[src/verilog/ald_pkg.sv]
package ald_pkg;

    localparam int ALD_DW = 8;

    // Opcode high nibbles of the two-operand groups
    localparam logic [3:0] HI_ADD = 4'h2;
    localparam logic [3:0] HI_ADDC = 4'h3;
    localparam logic [3:0] HI_SUBB = 4'h9;
    localparam logic [3:0] HI_ORL = 4'h4;
    localparam logic [3:0] HI_ANL = 4'h5;
    localparam logic [3:0] HI_XRL = 4'h6;

    // Opcode low nibbles selecting the operand source
    localparam logic [3:0] LO_DIR_ACC = 4'h2;
    localparam logic [3:0] LO_DIR_IMM = 4'h3;
    localparam logic [3:0] LO_IMM = 4'h4;
    localparam logic [3:0] LO_DIR = 4'h5;
    localparam logic [3:0] LO_IND0 = 4'h6;
    localparam logic [3:0] LO_IND1 = 4'h7;

    // Single-byte accumulator opcodes
    localparam logic [7:0] OPC_CLR = 8'hE4;
    localparam logic [7:0] OPC_CPL = 8'hF4;
    localparam logic [7:0] OPC_SWAP = 8'hC4;
    localparam logic [7:0] OPC_RL = 8'h23;
    localparam logic [7:0] OPC_RLC = 8'h33;
    localparam logic [7:0] OPC_RR = 8'h03;
    localparam logic [7:0] OPC_RRC = 8'h13;

    // Lengths in bytes and execution times in system clock cycles
    localparam logic [1:0] LEN_ONE = 2'h1;
    localparam logic [1:0] LEN_TWO = 2'h2;
    localparam logic [1:0] LEN_THREE = 2'h3;
    localparam logic [2:0] CYC_SHORT = 3'h2;
    localparam logic [2:0] CYC_LONG = 3'h4;
    localparam logic [2:0] CNT_LAST = 3'h1;

    typedef enum logic [3:0] {
        ALD_OP_NONE = 4'h0,
        ALD_OP_ADD = 4'h1,
        ALD_OP_ADDC = 4'h2,
        ALD_OP_SUBB = 4'h3,
        ALD_OP_AND = 4'h4,
        ALD_OP_OR = 4'h5,
        ALD_OP_XOR = 4'h6,
        ALD_OP_CLR = 4'h7,
        ALD_OP_CPL = 4'h8,
        ALD_OP_SWAP = 4'h9,
        ALD_OP_RL = 4'hA,
        ALD_OP_RLC = 4'hB,
        ALD_OP_RR = 4'hC,
        ALD_OP_RRC = 4'hD
    } ald_op_t;

    typedef enum logic [2:0] {
        ALD_M_NONE = 3'h0,
        ALD_M_REG = 3'h1,
        ALD_M_DIR = 3'h2,
        ALD_M_IND = 3'h3,
        ALD_M_IMM = 3'h4,
        ALD_M_ACC = 3'h5,
        ALD_M_DIR_ACC = 3'h6,
        ALD_M_DIR_IMM = 3'h7
    } ald_mode_t;

    typedef enum logic [1:0] {
        ALD_S_IDLE = 2'b01,
        ALD_S_RUN = 2'b10
    } ald_state_t;

    typedef struct packed {
        logic start;
        logic [7:0] opcode;
        logic [7:0] byte1;
        logic [7:0] byte2;
    } ald_fetch_t;

    typedef struct packed {
        logic [7:0] acc;
        logic [7:0] src;
        logic cy;
        logic ac;
        logic ov;
    } ald_operand_t;

    typedef struct packed {
        logic busy;
        logic done;
        logic legal;
        ald_op_t op;
        ald_mode_t mode;
        logic [1:0] len;
        logic [2:0] cycles;
        logic [2:0] reg_idx;
        logic ptr_sel;
        logic [7:0] dir_addr;
        logic [7:0] result;
        logic cy;
        logic ac;
        logic ov;
        logic wr_acc;
        logic wr_dir;
    } ald_result_t;

endpackage : ald_pkg

[src/verilog/ald_alu.sv]
module ald_alu
    import ald_pkg::*;
(
    input wire ald_pkg::ald_op_t op,
    input wire logic [7:0] x,
    input wire logic [7:0] y,
    input wire logic cy_in,
    input wire logic ac_in,
    input wire logic ov_in,
    output logic [7:0] res,
    output logic cy,
    output logic ac,
    output logic ov
);
    import ald_pkg::*;

    logic [8:0] full;
    logic [4:0] low;
    logic [7:0] mid;
    logic cin;

    always_comb begin
        full = 9'h000;
        low = 5'h00;
        mid = 8'h00;
        cin = (op == ALD_OP_ADD) ? 1'b0 : cy_in;
        res = x;
        cy = cy_in;
        ac = ac_in;
        ov = ov_in;
        unique case (op)
            ALD_OP_ADD, ALD_OP_ADDC: begin
                full = {1'b0, x} + {1'b0, y} + {8'h00, cin};
                low = {1'b0, x[3:0]} + {1'b0, y[3:0]} + {4'h0, cin};
                mid = {1'b0, x[6:0]} + {1'b0, y[6:0]} + {7'h00, cin};
                res = full[7:0];
                cy = full[8];
                ac = low[4];
                // Signed overflow: carry into bit 7 differs from carry out
                ov = full[8] ^ mid[7];
            end
            ALD_OP_SUBB: begin
                full = {1'b0, x} - {1'b0, y} - {8'h00, cin};
                low = {1'b0, x[3:0]} - {1'b0, y[3:0]} - {4'h0, cin};
                mid = {1'b0, x[6:0]} - {1'b0, y[6:0]} - {7'h00, cin};
                res = full[7:0];
                cy = full[8];
                ac = low[4];
                ov = full[8] ^ mid[7];
            end
            ALD_OP_AND: res = x & y;
            ALD_OP_OR: res = x | y;
            ALD_OP_XOR: res = x ^ y;
            ALD_OP_CLR: res = 8'h00;
            ALD_OP_CPL: res = ~x;
            ALD_OP_SWAP: res = {x[3:0], x[7:4]};
            ALD_OP_RL: res = {x[6:0], x[7]};
            ALD_OP_RR: res = {x[0], x[7:1]};
            ALD_OP_RLC: begin
                res = {x[6:0], cy_in};
                cy = x[7];
            end
            ALD_OP_RRC: begin
                res = {cy_in, x[7:1]};
                cy = x[0];
            end
            ALD_OP_NONE: res = x;
            default: res = x;
        endcase
    end
endmodule : ald_alu

[src/verilog/ald_decoder.sv]
module ald_decoder
    import ald_pkg::*;
(
    input wire logic core_clk,
    input wire logic nrst,
    input wire ald_pkg::ald_fetch_t fetch,
    input wire ald_pkg::ald_operand_t opnd,
    output ald_pkg::ald_result_t dec
);
    import ald_pkg::*;

    typedef struct packed {
        ald_state_t state;
        logic [2:0] cnt;
        logic [7:0] imm;
        ald_result_t out;
    } ald_regs_t;

    ald_regs_t regs_r;
    ald_regs_t regs_nxt;
    ald_result_t d;
    logic [3:0] hi;
    logic [3:0] lo;
    logic two_op;
    logic logic_grp;
    logic [7:0] alu_x;
    logic [7:0] alu_y;
    logic [7:0] alu_res;
    logic alu_cy;
    logic alu_ac;
    logic alu_ov;

    ////////////////////////////////////////////////////////////////////////
    // Opcode decode
    always_comb begin
        hi = fetch.opcode[7:4];
        lo = fetch.opcode[3:0];
        d = '0;
        d.op = ALD_OP_NONE;
        d.mode = ALD_M_NONE;
        d.len = LEN_ONE;
        d.cycles = CYC_SHORT;
        d.dir_addr = fetch.byte1;
        d.reg_idx = fetch.opcode[2:0];
        d.ptr_sel = fetch.opcode[0];
        two_op = 1'b1;
        logic_grp = 1'b0;
        unique case (hi)
            HI_ADD: d.op = ALD_OP_ADD;
            HI_ADDC: d.op = ALD_OP_ADDC;
            HI_SUBB: d.op = ALD_OP_SUBB;
            HI_ANL: begin
                d.op = ALD_OP_AND;
                logic_grp = 1'b1;
            end
            HI_ORL: begin
                d.op = ALD_OP_OR;
                logic_grp = 1'b1;
            end
            HI_XRL: begin
                d.op = ALD_OP_XOR;
                logic_grp = 1'b1;
            end
            default: two_op = 1'b0;
        endcase
        if (two_op) begin
            d.legal = 1'b1;
            if (fetch.opcode[3]) begin
                d.mode = ALD_M_REG;
            end else begin
                unique case (lo)
                    LO_DIR: begin
                        d.mode = ALD_M_DIR;
                        d.len = LEN_TWO;
                    end
                    LO_IND0, LO_IND1: d.mode = ALD_M_IND;
                    LO_IMM: begin
                        d.mode = ALD_M_IMM;
                        d.len = LEN_TWO;
                    end
                    LO_DIR_ACC: begin
                        d.mode = ALD_M_DIR_ACC;
                        d.len = LEN_TWO;
                        d.legal = logic_grp;
                    end
                    LO_DIR_IMM: begin
                        d.mode = ALD_M_DIR_IMM;
                        d.len = LEN_THREE;
                        d.cycles = CYC_LONG;
                        d.legal = logic_grp;
                    end
                    default: d.legal = 1'b0;
                endcase
            end
        end
        if (!two_op || !d.legal) begin
            // Other opcodes: single-byte accumulator ops decode here, the rest are flagged illegal
            d.legal = 1'b1;
            d.mode = ALD_M_ACC;
            d.len = LEN_ONE;
            d.cycles = CYC_SHORT;
            unique case (fetch.opcode)
                OPC_CLR: d.op = ALD_OP_CLR;
                OPC_CPL: d.op = ALD_OP_CPL;
                OPC_SWAP: d.op = ALD_OP_SWAP;
                OPC_RL: d.op = ALD_OP_RL;
                OPC_RLC: d.op = ALD_OP_RLC;
                OPC_RR: d.op = ALD_OP_RR;
                OPC_RRC: d.op = ALD_OP_RRC;
                default: begin
                    d.op = ALD_OP_NONE;
                    d.mode = ALD_M_NONE;
                    d.legal = 1'b0;
                end
            endcase
        end
        d.wr_dir = d.legal && (d.mode == ALD_M_DIR_ACC ||
                               d.mode == ALD_M_DIR_IMM);
        d.wr_acc = d.legal && !d.wr_dir;
    end

    ////////////////////////////////////////////////////////////////////////
    // Operand steering for the execute step
    always_comb begin
        alu_x = opnd.acc;
        alu_y = opnd.src;
        unique case (regs_r.out.mode)
            ALD_M_IMM: alu_y = regs_r.imm;
            ALD_M_DIR_ACC: begin
                alu_x = opnd.src;
                alu_y = opnd.acc;
            end
            ALD_M_DIR_IMM: begin
                alu_x = opnd.src;
                alu_y = regs_r.imm;
            end
            default: alu_y = opnd.src;
        endcase
    end

    ald_alu u_alu (
        .op(regs_r.out.op),
        .x(alu_x),
        .y(alu_y),
        .cy_in(opnd.cy),
        .ac_in(opnd.ac),
        .ov_in(opnd.ov),
        .res(alu_res),
        .cy(alu_cy),
        .ac(alu_ac),
        .ov(alu_ov)
    );

    ////////////////////////////////////////////////////////////////////////
    // Sequencer: accept, count the cycles, then deliver the result
    always_comb begin
        regs_nxt = regs_r;
        regs_nxt.out.done = 1'b0;
        unique case (regs_r.state)
            ALD_S_IDLE: begin
                if (fetch.start) begin
                    regs_nxt.out = d;
                    regs_nxt.out.busy = 1'b1;
                    regs_nxt.out.done = 1'b0;
                    regs_nxt.out.result = opnd.acc;
                    regs_nxt.out.cy = opnd.cy;
                    regs_nxt.out.ac = opnd.ac;
                    regs_nxt.out.ov = opnd.ov;
                    // Immediate sits in the last fetched byte
                    regs_nxt.imm = (d.mode == ALD_M_DIR_IMM) ?
                                   fetch.byte2 : fetch.byte1;
                    regs_nxt.cnt = d.cycles - CNT_LAST;
                    regs_nxt.state = ALD_S_RUN;
                end
            end
            ALD_S_RUN: begin
                if (regs_r.cnt == CNT_LAST) begin
                    regs_nxt.state = ALD_S_IDLE;
                    regs_nxt.out.busy = 1'b0;
                    regs_nxt.out.done = 1'b1;
                    if (regs_r.out.legal) begin
                        regs_nxt.out.result = alu_res;
                        regs_nxt.out.cy = alu_cy;
                        regs_nxt.out.ac = alu_ac;
                        regs_nxt.out.ov = alu_ov;
                    end
                end else begin
                    regs_nxt.cnt = regs_r.cnt - CNT_LAST;
                end
            end
            default: regs_nxt.state = ALD_S_IDLE;
        endcase
    end

    always_ff @(posedge core_clk or negedge nrst) begin
        if (!nrst) begin
            regs_r <= '0;
            regs_r.state <= ALD_S_IDLE;
        end else begin
            regs_r <= regs_nxt;
        end
    end

    assign dec = regs_r.out;
endmodule : ald_decoder

[config.mk]
export PLATFORM = sky130hd
export DESIGN_NAME = ald_decoder
export DESIGN_NICKNAME = d
export VERILOG_FILES = /design/src/verilog/ald_pkg.sv /design/src/verilog/ald_alu.sv /design/src/verilog/ald_decoder.sv
export SDC_FILE = /design/constraint.sdc
export NUM_CORES = 1
export LEC_CHECK = 0
export BUFFER_PORTS_ARGS = -buffer_cell sky130_fd_sc_hd__buf_2
export CAP_MARGIN = 20
export CORE_MARGIN = 1
export CORE_UTILIZATION = 55
export CTS_BUF_LIST = sky130_fd_sc_hd__clkbuf_4 sky130_fd_sc_hd__clkbuf_8 sky130_fd_sc_hd__clkbuf_16
export CTS_CLUSTER_SIZE = 25
export DETAILED_ROUTE_END_ITERATION = 10
export PLACE_DENSITY = 0.74
export SLEW_MARGIN = 20
export SYNTH_ARGS = -nofsm -noshare
export SYNTH_HDL_FRONTEND = slang
export SYNTH_SLANG_ARGS = --single-unit
[constraint.sdc]
create_clock -name core_clk -period 4.5 [get_ports core_clk]
set_input_delay 0.225 -clock core_clk [delete_from_list [all_inputs] [get_ports core_clk]]
set_output_delay 0.225 -clock core_clk [all_outputs]
set_load 0.005 [all_outputs]
Word-level counts from Yosys, hierarchy flattened:

Cells that the tools add are included.

* word-level logic and storage cells: 140
* flip-flop bits (word level): 53
* bits of input ports: 46

* multiplexer cells: 34
* add/subtract/negate cells: 14
* reduce and logical (&&, ||, !) cells: 23
* equal/unequal tests: 44
* bitwise operators: 6

Operators with widths (count)
* $pmux 8 s12: 1
* $mux 53: 1
* $eq 4x3->1 const B: 11
* $eq 4x4->1 const B: 7
* $pmux 4 s7: 1
* $eq 4x2->1 const B: 6
* $eq 8x8->1 const B: 3
* $mux 8: 3
* $mux 11: 2
* $pmux 11 s2: 1
* $pmux 3 s6: 1
* $eq 8x6->1 const B: 2
* $pmux 8 s2: 1
* $eq 3x3->1 const B: 5
* $pmux 3 s5: 1
* $mux 13: 1
* $mux 3: 4
* $pmux 2 s2: 3
* $reduce_or 2->1: 5
* $add 8x8->9: 1
* $add 9x1->9: 1
* $sub 8x8->9: 1
* $sub 9x1->9: 1
* $add 7x7->8: 1
* 37 further kinds: 57

Longest topological paths before layout:

Gate-level depths: netlist of the first run.

* depth in word-level cells: 16
* depth in mapped cells: 16

Modules after synthesis:

Synthesis of the first run repeated with hierarchy kept, for this count alone.

* cells, all modules: 661
* area, all modules: 5267.6 um^2

Modules (own cells, without submodules)
* ald_decoder: cells an instance 370, sequential area each 1277.5 um^2, instances 1, area an instance 3296.9 um^2
* ald_alu: cells an instance 291, sequential area each 0.0 um^2, instances 1, area an instance 1970.6 um^2

Least setup slack after synthesis of the first run:

Ideal clock, no wire load.

* path type: register to register
* start: reg regs_r (netlist bit dec[30])
* end: reg regs_r (netlist bit dec[2])
* buffers on the path: 2
* clock period less this slack: 3.521 ns
* arrival time: 3.380 ns
* cell stages (with the launch flop): 16
* path slack: 0.979 ns
* path through: dfrtp_1 > buf_2 > mux2_2 > a22o_1 > a22o_1 > ha_1 > inv_1 > ha_1 > clkbuf_1 > a21oi_1 > mux2i_1 > o41ai_1 > nor3_1 > xnor2_1 > a222oi_1 > a221oi_2

* longest elaborated chain between the ends: 10

Ends and longest elaborated chain
* start: declaration: RTL line ald_decoder.sv:19 `ald_regs_t regs_r;`
* start signal: assignment: RTL line ald_decoder.sv:200 `regs_r <= regs_nxt;`
* $eq 3x3->1: RTL line ald_decoder.sv:127 `unique case (regs_r.out.mode)`
* $reduce_or 2->1 (no source line)
* $pmux 8 s2 / $mux 8 (equally long branches): RTL line ald_decoder.sv:127
* $sub 8x8->9, or another cell as far along: RTL line ald_alu.sv:43 `full = {1'b0, x} - {1'b0, y} - {8'h00, cin};`
* $sub 9x1->9, or another cell as far along: RTL line ald_alu.sv:43
* $xor 1x1->1 (on tied branches): RTL line ald_alu.sv:49, ald_alu.sv:40
* $pmux 1 s2 (*): RTL line ald_alu.sv:31 `unique case (op)`
* $mux 11 (*): RTL line ald_decoder.sv:181 `if (regs_r.out.legal) begin`
* $mux 11 (*): RTL line ald_decoder.sv:177 `if (regs_r.cnt == CNT_LAST) begin`
* $pmux 11 s2 (*): RTL line ald_decoder.sv:159 `unique case (regs_r.state)`

Every way passes the cells marked *; elsewhere a longest branch is shown, timed or not. The select of a mux whose other input is x is not followed.
A chain may end at the register's enable or synchronous reset.

Final worst setup path of the first run:

* start: reg regs_r (netlist bit dec[31])
* end: reg regs_r (netlist bit dec[2])

Same word-level chain as after synthesis.

==> results of run 1 <==
## cell families (layout without fill, tap and decap cells)
| group | Yosys count | in the layout | synth area share |
|---|---|---|---|
| buf+inv | 117 | 145 | 0.121 |
| other cells | 1 | 1 | 0.000744 |
| mux | 41 | 41 | 0.0882 |
| simple gates | 155 | 155 | 0.142 |
| xor+xnor | 20 | 20 | 0.0348 |
| flops | 51 | 51 | 0.254 |
| compound gates | 199 | 199 | 0.272 |
| fa+ha+maj | 34 | 34 | 0.0874 |
## stage by stage
| step | instance area, um^2 | utilization |
|---|---|---|
| 6_report | 5330 | 0.605 |
| 2_1_floorplan | 5040 | - |
| 3_5_place_dp | 5230 | 0.594 |
| 4_1_cts | 5330 | 0.605 |
| 5_1_grt | 5330 | 0.605 |
| 3_3_place_gp | 5230 | 0.594 |
## registers in the layout, summed over array words and instances (netlist names)
signal  cells
regs_r     13
dec        38
## where the power goes
part           leakage [nW]  switching (mW)  total, mW  internal, mW
Clock                0.0463           0.193      0.308         0.115
Sequential            0.626           0.151      0.811         0.660
Combinational          1.74            1.81       3.07          1.26
## how the worst max path moves through the flow
stage,startpoint,cells past startpoint,to
after floorplan,dec[30],15,dec[2]
after global placement,dec[31],14,dec[2]
final,dec[31],14,dec[2]
after CTS,dec[31],14,dec[2]
after detailed placement,dec[31],14,dec[2]
after global routing,dec[31],14,dec[2]
## cell usage in the layout (no fill, tap or decap), types with 3 or more instances in the layout
master	count
buf_2	84
nand2_1	67
dfrtp_1	50
a21oi_1	45
nor2_1	39
inv_1	38
o21ai_0	35
ha_1	32
mux2_2	24
mux2i_1	16
a22o_1	15
xnor2_1	15
a31oi_1	12
buf_4	12
a21o_1	9
o221ai_1	9
nor2b_1	9
nor3_1	9
nand3_1	8
o22ai_1	8
o211ai_1	8
a22oi_1	7
o21a_1	6
xor2_1	5
o31ai_1	5
a221oi_1	5
clkbuf_8	5
and2_1	4
a311oi_1	3
nand3b_1	3
o41ai_1	3
## area by class of cell
type / instances / area (um^2) / area share
inverters: 41 / 154 / 0.0289
flip-flops and latches: 51 / 1280 / 0.240
clock buffers: 5 / 68.8 / 0.0129
multi-input cells: 450 / 3150 / 0.592
clock inverters: 3 / 27.5 / 0.00517
well taps: 108 / 135 / 0.0254
repair buffers: 96 / 510 / 0.0959
## per-layer routing
layer / track usage / part of all wire / vias to the layer above / routed length (um)
met3: 0.0583 / 0.10 / 45 / 1470
met1: 0.423 / 0.42 / 2276 / 6220
met5: 0 / 0 / - / 0
met2: 0.482 / 0.45 / 281 / 6520
li1: - / - / 2240 / -
met4: 0.0967 / 0.030 / 0 / 437
## critical path, stage by stage (launching register included)
cell      delay [ns]
dfrtp_1         0.69
nor2_1          0.26
a22o_1          0.30
a22oi_2         0.24
xor2_1          0.11
ha_1            0.20
a21o_1          0.21
fa_1            0.47
o211ai_1        0.26
nand2_1         0.11
o41ai_1         0.31
nor3_1          0.15
xnor2_1         0.17
a222oi_1        0.38
a221oi_2        0.09
==> results.py, run 1 <==
metrics = {
    "synthesis": {
        "synth_common_cells": "nand2_1, dfrtp_1, a21oi_1",
        "async_flop_share": 1.00,
        "ys_warn_count": 0,
        "yosysSeqAreaShare": 0.254,
        "syn_inst": 618,
        "synthesis.area_um2": 5040,
        "avgSynthCellArea_um2": 8.15,
        "ys_ff_latch": 51,
        "synth_area_leaders": "dfrtp_1, ha_1, buf_4",
        "synthesis.nets": 698,
        "synth-edff-count": 0,
        "yosys.area.top_type_share": 0.248,
        "synth.most_common_cell": "nand2_1",
        "yosys.area.top_type": "dfrtp_1",
        "ys.flop_type": "dfrtp_1",
        "yosysUniqueCellTypes": 74,
    },
    "worst_setup_path": {
        "arrival_ns": 4.27,
        "reg2reg_from": "dec[31]",
        "critical_path_class": "reg2reg",
        "setup.worst_path.end_class": "register",
        "worst-path-max-fanout": 17,
        "regToRegEndpoint": "dec[2]",
        "startpoint_type": "register",
        "reg2reg_depth": 14,
        "required_ns": 4.71,
        "worst-r2r-setup-slack_ns": 0.43,
    },
    "cts": {
        "clk_path_buf_depth": 2,
        "htreeDepth": 2,
        "cts.clk_slew.worst_paths_ns": 0.12,
        "cts_hold_buffers": 0,
        "post_cts_buffers": 0,
        "post_cts_resized": 0,
        "worst_skew_pair.late_latency_ns": 0.33,
        "numCtsBuffers": 5,
        "cts_tree": "yes",
        "clock_sinks": 51,
        "cts_root_buf": "clkbuf_8",
    },
    "floorplanning": {
        "die_y_um": 97.7,
        "die-area_um2": 9550,
        "die_w_um": 97.7,
        "core_um2": 8810,
        "num_io_pins": 86,
        "rows": 34,
        "initial_core_util": 0.572,
    },
    "route": {
        "wl_um": 14700,
        "drt-initial-drc-count": 558,
        "num_vias": 4842,
        "first_pass_iters": 8,
        "post_drt_wl_per_cell_um": 19.4,
        "remaining_drc_errors": 10,
        "ant_nets": 0,
        "vias_per_cell": 6.42,
    },
    "global_routing": {
        "grt_pass1_vias": 4514,
        "antenna_found_initial": 0,
        "grt_max_degree": 52,
        "grt_overflow": 0,
        "track_usage": 0.305,
        "grt_pass1_wl_um": 23100,
    },
    "timing": {
        "period_share": 0.904,
        "final.setup.tns_ns": 0,
        "maxSlewViolCount": 0,
        "timing.fmax_ghz": 0.246,
        "finalHoldViolations": 11,
        "worstMarginPinSlew_ns": 0.788,
        "maxSlewHeadroom": 0.475,
        "rsz0062_at_grt": "false",
        "timing.final.crit_period_ns": 4.07,
        "worst_slack_ns": 0.434,
        "holdWs_ns": -0.0316,
        "final.setup_skew_ns": 0.0201,
        "finalSetupViolations": 0,
    },
    "layout": {
        "final_layout_size_suffix_gt1_frac": 0.220,
        "final_nets": 725,
        "nFillCells": 803,
        "area_growth_pct": 5.69,
        "n_antenna_cell": 0,
        "final-instance-count-excl-fill": 754,
    },
    "placement": {
        "dp_cells": 746,
        "place_ws_ns": 0.448,
        "dpl.hpwl_um": 11100,
        "io_buffers": 84,
        "gp_congestion": 1.03,
    },
    "flow_run": {
        "timing.max_cap.violations": 0,
    },
    "power": {
        "peakVddDrop_mv": 0.341,
        "leakage_nw": 2.41,
        "power.density_nw_per_um2": 786,
        "p_total_mw": 4.19,
    },
    "run_status": {
        "run_status": "finished with violations",
        "failed_checks": "DRC, hold timing",
    },
    "hold_path": {
        "hold_path.class": "in2async",
    },
}
No activity file was read; power rests on OpenSTA's default activity.
==> run 2: changes to the inputs <==
--- a/config.mk
+++ b/config.mk
@@ -8,11 +8,12 @@
 export BUFFER_PORTS_ARGS = -buffer_cell sky130_fd_sc_hd__buf_2
 export CAP_MARGIN = 20
 export CORE_MARGIN = 1
-export CORE_UTILIZATION = 55
+export CORE_UTILIZATION = 38
 export CTS_BUF_LIST = sky130_fd_sc_hd__clkbuf_4 sky130_fd_sc_hd__clkbuf_8 sky130_fd_sc_hd__clkbuf_16
 export CTS_CLUSTER_SIZE = 25
 export DETAILED_ROUTE_END_ITERATION = 10
-export PLACE_DENSITY = 0.74
+export MAX_ROUTING_LAYER = met4
+export PLACE_DENSITY = 0.54
 export SLEW_MARGIN = 20
 export SYNTH_ARGS = -nofsm -noshare
 export SYNTH_HDL_FRONTEND = slang
==> results.py, run 2 (synthesized netlist as in run 1, its figures left out) <==
metrics = {
    "run_status": {
        "run_status": "finished clean",
    },
    "timing": {
        "finalHoldViolations": 0,
        "timing.fmax_ghz": 0.244,
        "final.setup_skew_ns": 0.00441,
        "final.setup.tns_ns": 0,
        "holdWs_ns": 0.0372,
        "rsz0062_at_grt": "false",
        "worstMarginPinSlew_ns": 0.892,
        "period_share": 0.910,
        "maxSlewViolCount": 0,
        "timing.final.crit_period_ns": 4.10,
        "maxSlewHeadroom": 0.406,
        "finalSetupViolations": 0,
    },
    "layout": {
        "n_antenna_cell": 0,
        "final_common_cell": "buf_2",
        "final_nets": 727,
        "final_cell_mix": "buf_2, nand2_1, dfrtp_1",
        "nFillCells": 1305,
        "stdcell_area_um2": 5480,
        "fin_util": 0.429,
        "final_layout_size_suffix_gt1_frac": 0.222,
        "area_growth_pct": 8.84,
        "largest_register_ffs": 38,
    },
    "route": {
        "remaining_drc_errors": 0,
        "ant_nets": 0,
        "post_drt_wl_per_cell_um": 18.8,
        "first_pass_iters": 4,
        "drt-initial-drc-count": 394,
        "wl_um": 15400,
        "num_vias": 4699,
        "vias_per_cell": 5.73,
    },
    "power": {
        "intPower_mw": 2.15,
        "peakVddDrop_mv": 0.279,
        "power.density_nw_per_um2": 780,
        "pwr-share-comb": 0.713,
        "clkPwrFrac": 0.095,
        "switching_power_mw": 2.12,
        "leakage_nw": 2.45,
        "netSwitchingFraction": 0.497,
        "seqPwrFrac": 0.192,
    },
    "cts": {
        "htreeDepth": 2,
        "cts.clk_slew.worst_paths_ns": 0.07,
        "cts_tree": "yes",
        "worst_skew_pair.late_latency_ns": 0.29,
        "post_cts_resized": 0,
        "clock_sinks": 51,
        "cts_hold_buffers": 0,
        "numCtsBuffers": 5,
        "post_cts_buffers": 0,
        "clk_path_buf_depth": 2,
        "cts_root_buf": "clkbuf_16",
    },
    "floorplanning": {
        "die_y_um": 117,
        "core_um2": 12800,
        "num_io_pins": 86,
        "die-area_um2": 13700,
        "die_w_um": 117,
        "initial_core_util": 0.394,
        "rows": 41,
    },
    "worst_setup_path": {
        "arrival_ns": 4.26,
        "slowest_delay_ns": 0.70,
        "required_ns": 4.66,
        "reg2reg_from": "dec[31]",
        "worst-path-max-fanout": 17,
        "slowest_stage": "dfrtp_1",
        "cp_top_family": "compound AO/OA/AOI/OAI gates",
        "startpoint_type": "register",
        "setup.worst_path.end_class": "register",
        "path_buf_inv": 0,
        "critical_path_class": "reg2reg",
        "crit_start": "dec[31]",
        "path_cells": "nor2_1, a22o_1, a22oi_2, xor2_1, ha_1, a21o_1, fa_1, o211ai_1, nand2_1, o41ai_1, nor3_1, xnor2_1, a222oi_1, a221oi_2",
    },
    "hold_path": {
        "hold_path.class": "in2async",
    },
    "placement": {
        "gp_congestion": 0.952,
        "dpl.hpwl_um": 11900,
        "io_buffers": 84,
        "dpl-instance-area_um2": 5320,
    },
    "global_routing": {
        "grt_pass1_vias": 4328,
        "grt_max_degree": 52,
        "track_usage": 0.238,
        "grt_overflow": 0,
        "grt_pass1_wl_um": 24000,
        "antenna_found_initial": 0,
    },
    "flow_run": {
        "timing.max_cap.violations": 0,
    },
}
run 2: cell count changes in the layout (fill, tap and decap cells not counted):
cell       change
buf_4          +2
clkbuf_16      +5
clkbuf_8       -3
clkinv_4       -1
inv_8          -1
run 2: per-layer routing:
layer / global-route usage / vias to the layer above / part of all wire
li1: - / 2241 / -
met1: 0.328 / 2208 / 0.46
met2: 0.353 / 226 / 0.43
met3: 0.0391 / 24 / 0.075
met4: 0.0751 / 0 / 0.026
met5: - / - / 0
run 2: final cells by class:
class / instances / area (um^2) / share of cell area
clock buffer: 7 / 153 / 0.0278
clock inverter: 1 / 7.51 / 0.00137
inverter: 41 / 154 / 0.0281
multi-input combinational: 450 / 3150 / 0.575
sequential: 51 / 1280 / 0.233
tap: 172 / 215 / 0.0392
timing repair buffer: 98 / 526 / 0.0958
run 2: power groups by stage:
stage | Combinational [mW] | Sequential, mW | Clock, mW
after detailed placement | 3.01 | 0.830 | 0
final | 3.05 | 0.820 | 0.407
after global routing | 3.36 | 0.854 | 0.443
after CTS | 3.02 | 0.822 | 0.419
after floorplan | 2.42 | 0.765 | 0
after global placement | 3.01 | 0.818 | 0
run 2: path summary, 6_finish.rpt:
path	endpoint	slack, ns	cells after the start
max in group asynchronous	regs_r[43]	4.00	2
min in group core_clk	dec[17]	0.18	2
setup / recovery	dec[2]	0.40	14
hold / removal	dec[8]	0.04	2
hold reg to reg	dec[28]	0.48	2
setup reg to reg	dec[2]	0.40	14
run 2: through the flow:
stage / setup slack (ns) / std cells / total power [mW]
2_1_floorplan: 0.979 / 618 / 3.18
3_3_place_gp: 0.649 / 812 / 3.82
3_5_place_dp: 0.482 / 812 / 3.84
4_1_cts: 0.448 / 820 / 4.26
5_1_grt: 0.0582 / 820 / 4.65
6_report: 0.403 / 820 / 4.28
==> run 3: changes to the inputs <==
--- a/config.mk
+++ b/config.mk
@@ -14,6 +14,7 @@
 export DETAILED_ROUTE_END_ITERATION = 10
 export MAX_ROUTING_LAYER = met4
 export PLACE_DENSITY = 0.54
+export RECOVER_POWER = 50
 export SLEW_MARGIN = 20
 export SYNTH_ARGS = -nofsm -noshare
 export SYNTH_HDL_FRONTEND = slang
==> results.py, run 3 (synthesized netlist as in run 1, its figures left out) <==
metrics = {
    "worst_setup_path": {
        "regToRegEndpoint": "dec[2]",
        "required_ns": 4.66,
        "critical_path_class": "reg2reg",
        "worst-r2r-setup-slack_ns": 0.41,
        "worst-path-max-fanout": 17,
        "slowest_stage": "dfrtp_1",
        "path_buf_inv": 0,
        "slowest_delay_ns": 0.69,
        "startpoint_type": "register",
        "reg2reg_from": "dec[31]",
        "cp_top_family": "compound AO/OA/AOI/OAI gates",
        "setup.worst_path.end_class": "register",
        "path_cells": "nor2_1, a22o_1, a22oi_2, xor2_1, ha_1, a21o_1, fa_1, o211ai_1, nand2_1, o41ai_1, nor3_1, xnor2_1, a222oi_1, a221oi_2",
        "reg2reg_depth": 14,
        "arrival_ns": 4.25,
    },
    "placement": {
        "dp_cells": 812,
        "io_buffers": 84,
        "gp_congestion": 0.952,
        "place_ws_ns": 0.482,
        "dpl.hpwl_um": 11900,
    },
    "layout": {
        "fin_util": 0.428,
        "area_growth_pct": 8.47,
        "n_antenna_cell": 0,
        "final_layout_size_suffix_gt1_frac": 0.202,
        "final_cell_mix": "buf_2, nand2_1, dfrtp_1",
        "final_nets": 727,
        "final_common_cell": "buf_2",
        "largest_register_ffs": 38,
        "final-instance-count-excl-fill": 820,
    },
    "run_status": {
        "failed_checks": "capacitance limit, slew limit",
        "run_status": "finished with violations",
    },
    "power": {
        "power.density_nw_per_um2": 781,
        "peakVddDrop_mv": 0.280,
        "leakage_nw": 2.41,
        "p_total_mw": 4.27,
    },
    "cts": {
        "post_cts_buffers": 0,
        "cts_tree": "yes",
        "clock_sinks": 51,
        "clk_path_buf_depth": 2,
        "worst_skew_pair.late_latency_ns": 0.29,
        "cts_root_buf": "clkbuf_16",
        "post_cts_resized": 0,
        "cts.clk_slew.worst_paths_ns": 0.07,
        "cts_hold_buffers": 0,
        "htreeDepth": 2,
        "numCtsBuffers": 5,
    },
    "global_routing": {
        "track_usage": 0.238,
        "grt_overflow": 0,
        "grt_max_degree": 52,
        "grt_pass1_vias": 4328,
        "antenna_found_initial": 0,
        "grt_pass1_wl_um": 24000,
    },
    "route": {
        "vias_per_cell": 5.72,
        "first_pass_iters": 5,
        "post_drt_wl_per_cell_um": 18.8,
        "wl_um": 15400,
        "drt-initial-drc-count": 402,
        "remaining_drc_errors": 0,
        "ant_nets": 0,
        "num_vias": 4694,
    },
    "floorplanning": {
        "die_w_um": 117,
        "num_io_pins": 86,
        "initial_core_util": 0.394,
        "rows": 41,
        "die_y_um": 117,
        "die-area_um2": 13700,
        "core_um2": 12800,
    },
    "timing": {
        "finalHoldViolations": 0,
        "maxSlewViolCount": 52,
        "rsz0062_at_grt": "false",
        "period_share": 0.910,
        "worst_slack_ns": 0.405,
        "final.setup.tns_ns": 0,
        "maxSlewHeadroom": -0.864,
        "timing.fmax_ghz": 0.244,
        "worstMarginPinSlew_ns": 2.80,
        "final.setup_skew_ns": 0.00518,
        "finalSetupViolations": 0,
        "timing.final.crit_period_ns": 4.09,
    },
    "hold_path": {
        "hold_start": "fetch[12]",
        "min_to": "dec[17]",
        "whs_path_depth": 2,
        "hold_path.class": "in2reg",
    },
    "flow_run": {
        "timing.max_cap.violations": 1,
    },
}
## run 3: cell count changes in the layout (fill, tap and decap cells not counted), sizes merged
cell	before	now
buf	98	85
clkbuf	7	20
## run 3: worst max path at each step
stage	start	endpoint	slack, ns	cells past startpoint
floorplan	dec[30]	dec[2]	0.98	15
global placement	dec[31]	dec[2]	0.65	14
detailed placement	dec[31]	dec[2]	0.48	14
CTS	dec[31]	dec[2]	0.45	14
global route	dec[31]	dec[2]	0.06	14
finish	dec[31]	dec[2]	0.41	14
## run 3: worst register-to-register path, delay by kind of cell (launching register included)
family | cells | cell delay (ns)
flip-flops | 1 | 0.69
AO/OA/AOI/OAI | 7 | 1.78
AND/OR/NAND/NOR | 3 | 0.52
XOR/XNOR | 2 | 0.29
adder cells (fa/ha/maj) | 2 | 0.69
## run 3: metrics by stage
stage / hold WS, ns / area (um^2)
6_report: 0.179 / 5470
3_5_place_dp: 0.373 / 5320
3_3_place_gp: 0.375 / 5320
5_1_grt: 0.169 / 5470
4_1_cts: 0.0637 / 5480
2_1_floorplan: -0.0706 / 5040
## run 3: report_power, final
| part | switching, mW | internal (mW) |
|---|---|---|
| logic | 1.80 | 1.25 |
| clock network | 0.169 | 0.237 |
| registers | 0.157 | 0.662 |
| total | 2.12 | 2.14 |
## run 3: routing by layer
metal	share of wire	track usage	vias up
met5	0	-	-
met4	0.021	0.0751	0
met3	0.069	0.0391	18
met2	0.44	0.353	210
met1	0.47	0.328	2225
li1	-	-	2241
## run 3: area by class of cell
| class | instances | area, um^2 |
|---|---|---|
| clock buffer | 7 | 153 |
| clock inverter | 1 | 7.51 |
| fill | 1314 | 7310 |
| inverter | 41 | 154 |
| multi-input combinational | 450 | 3150 |
| sequential | 51 | 1280 |
| tap | 172 | 215 |
| timing repair buffer | 98 | 507 |
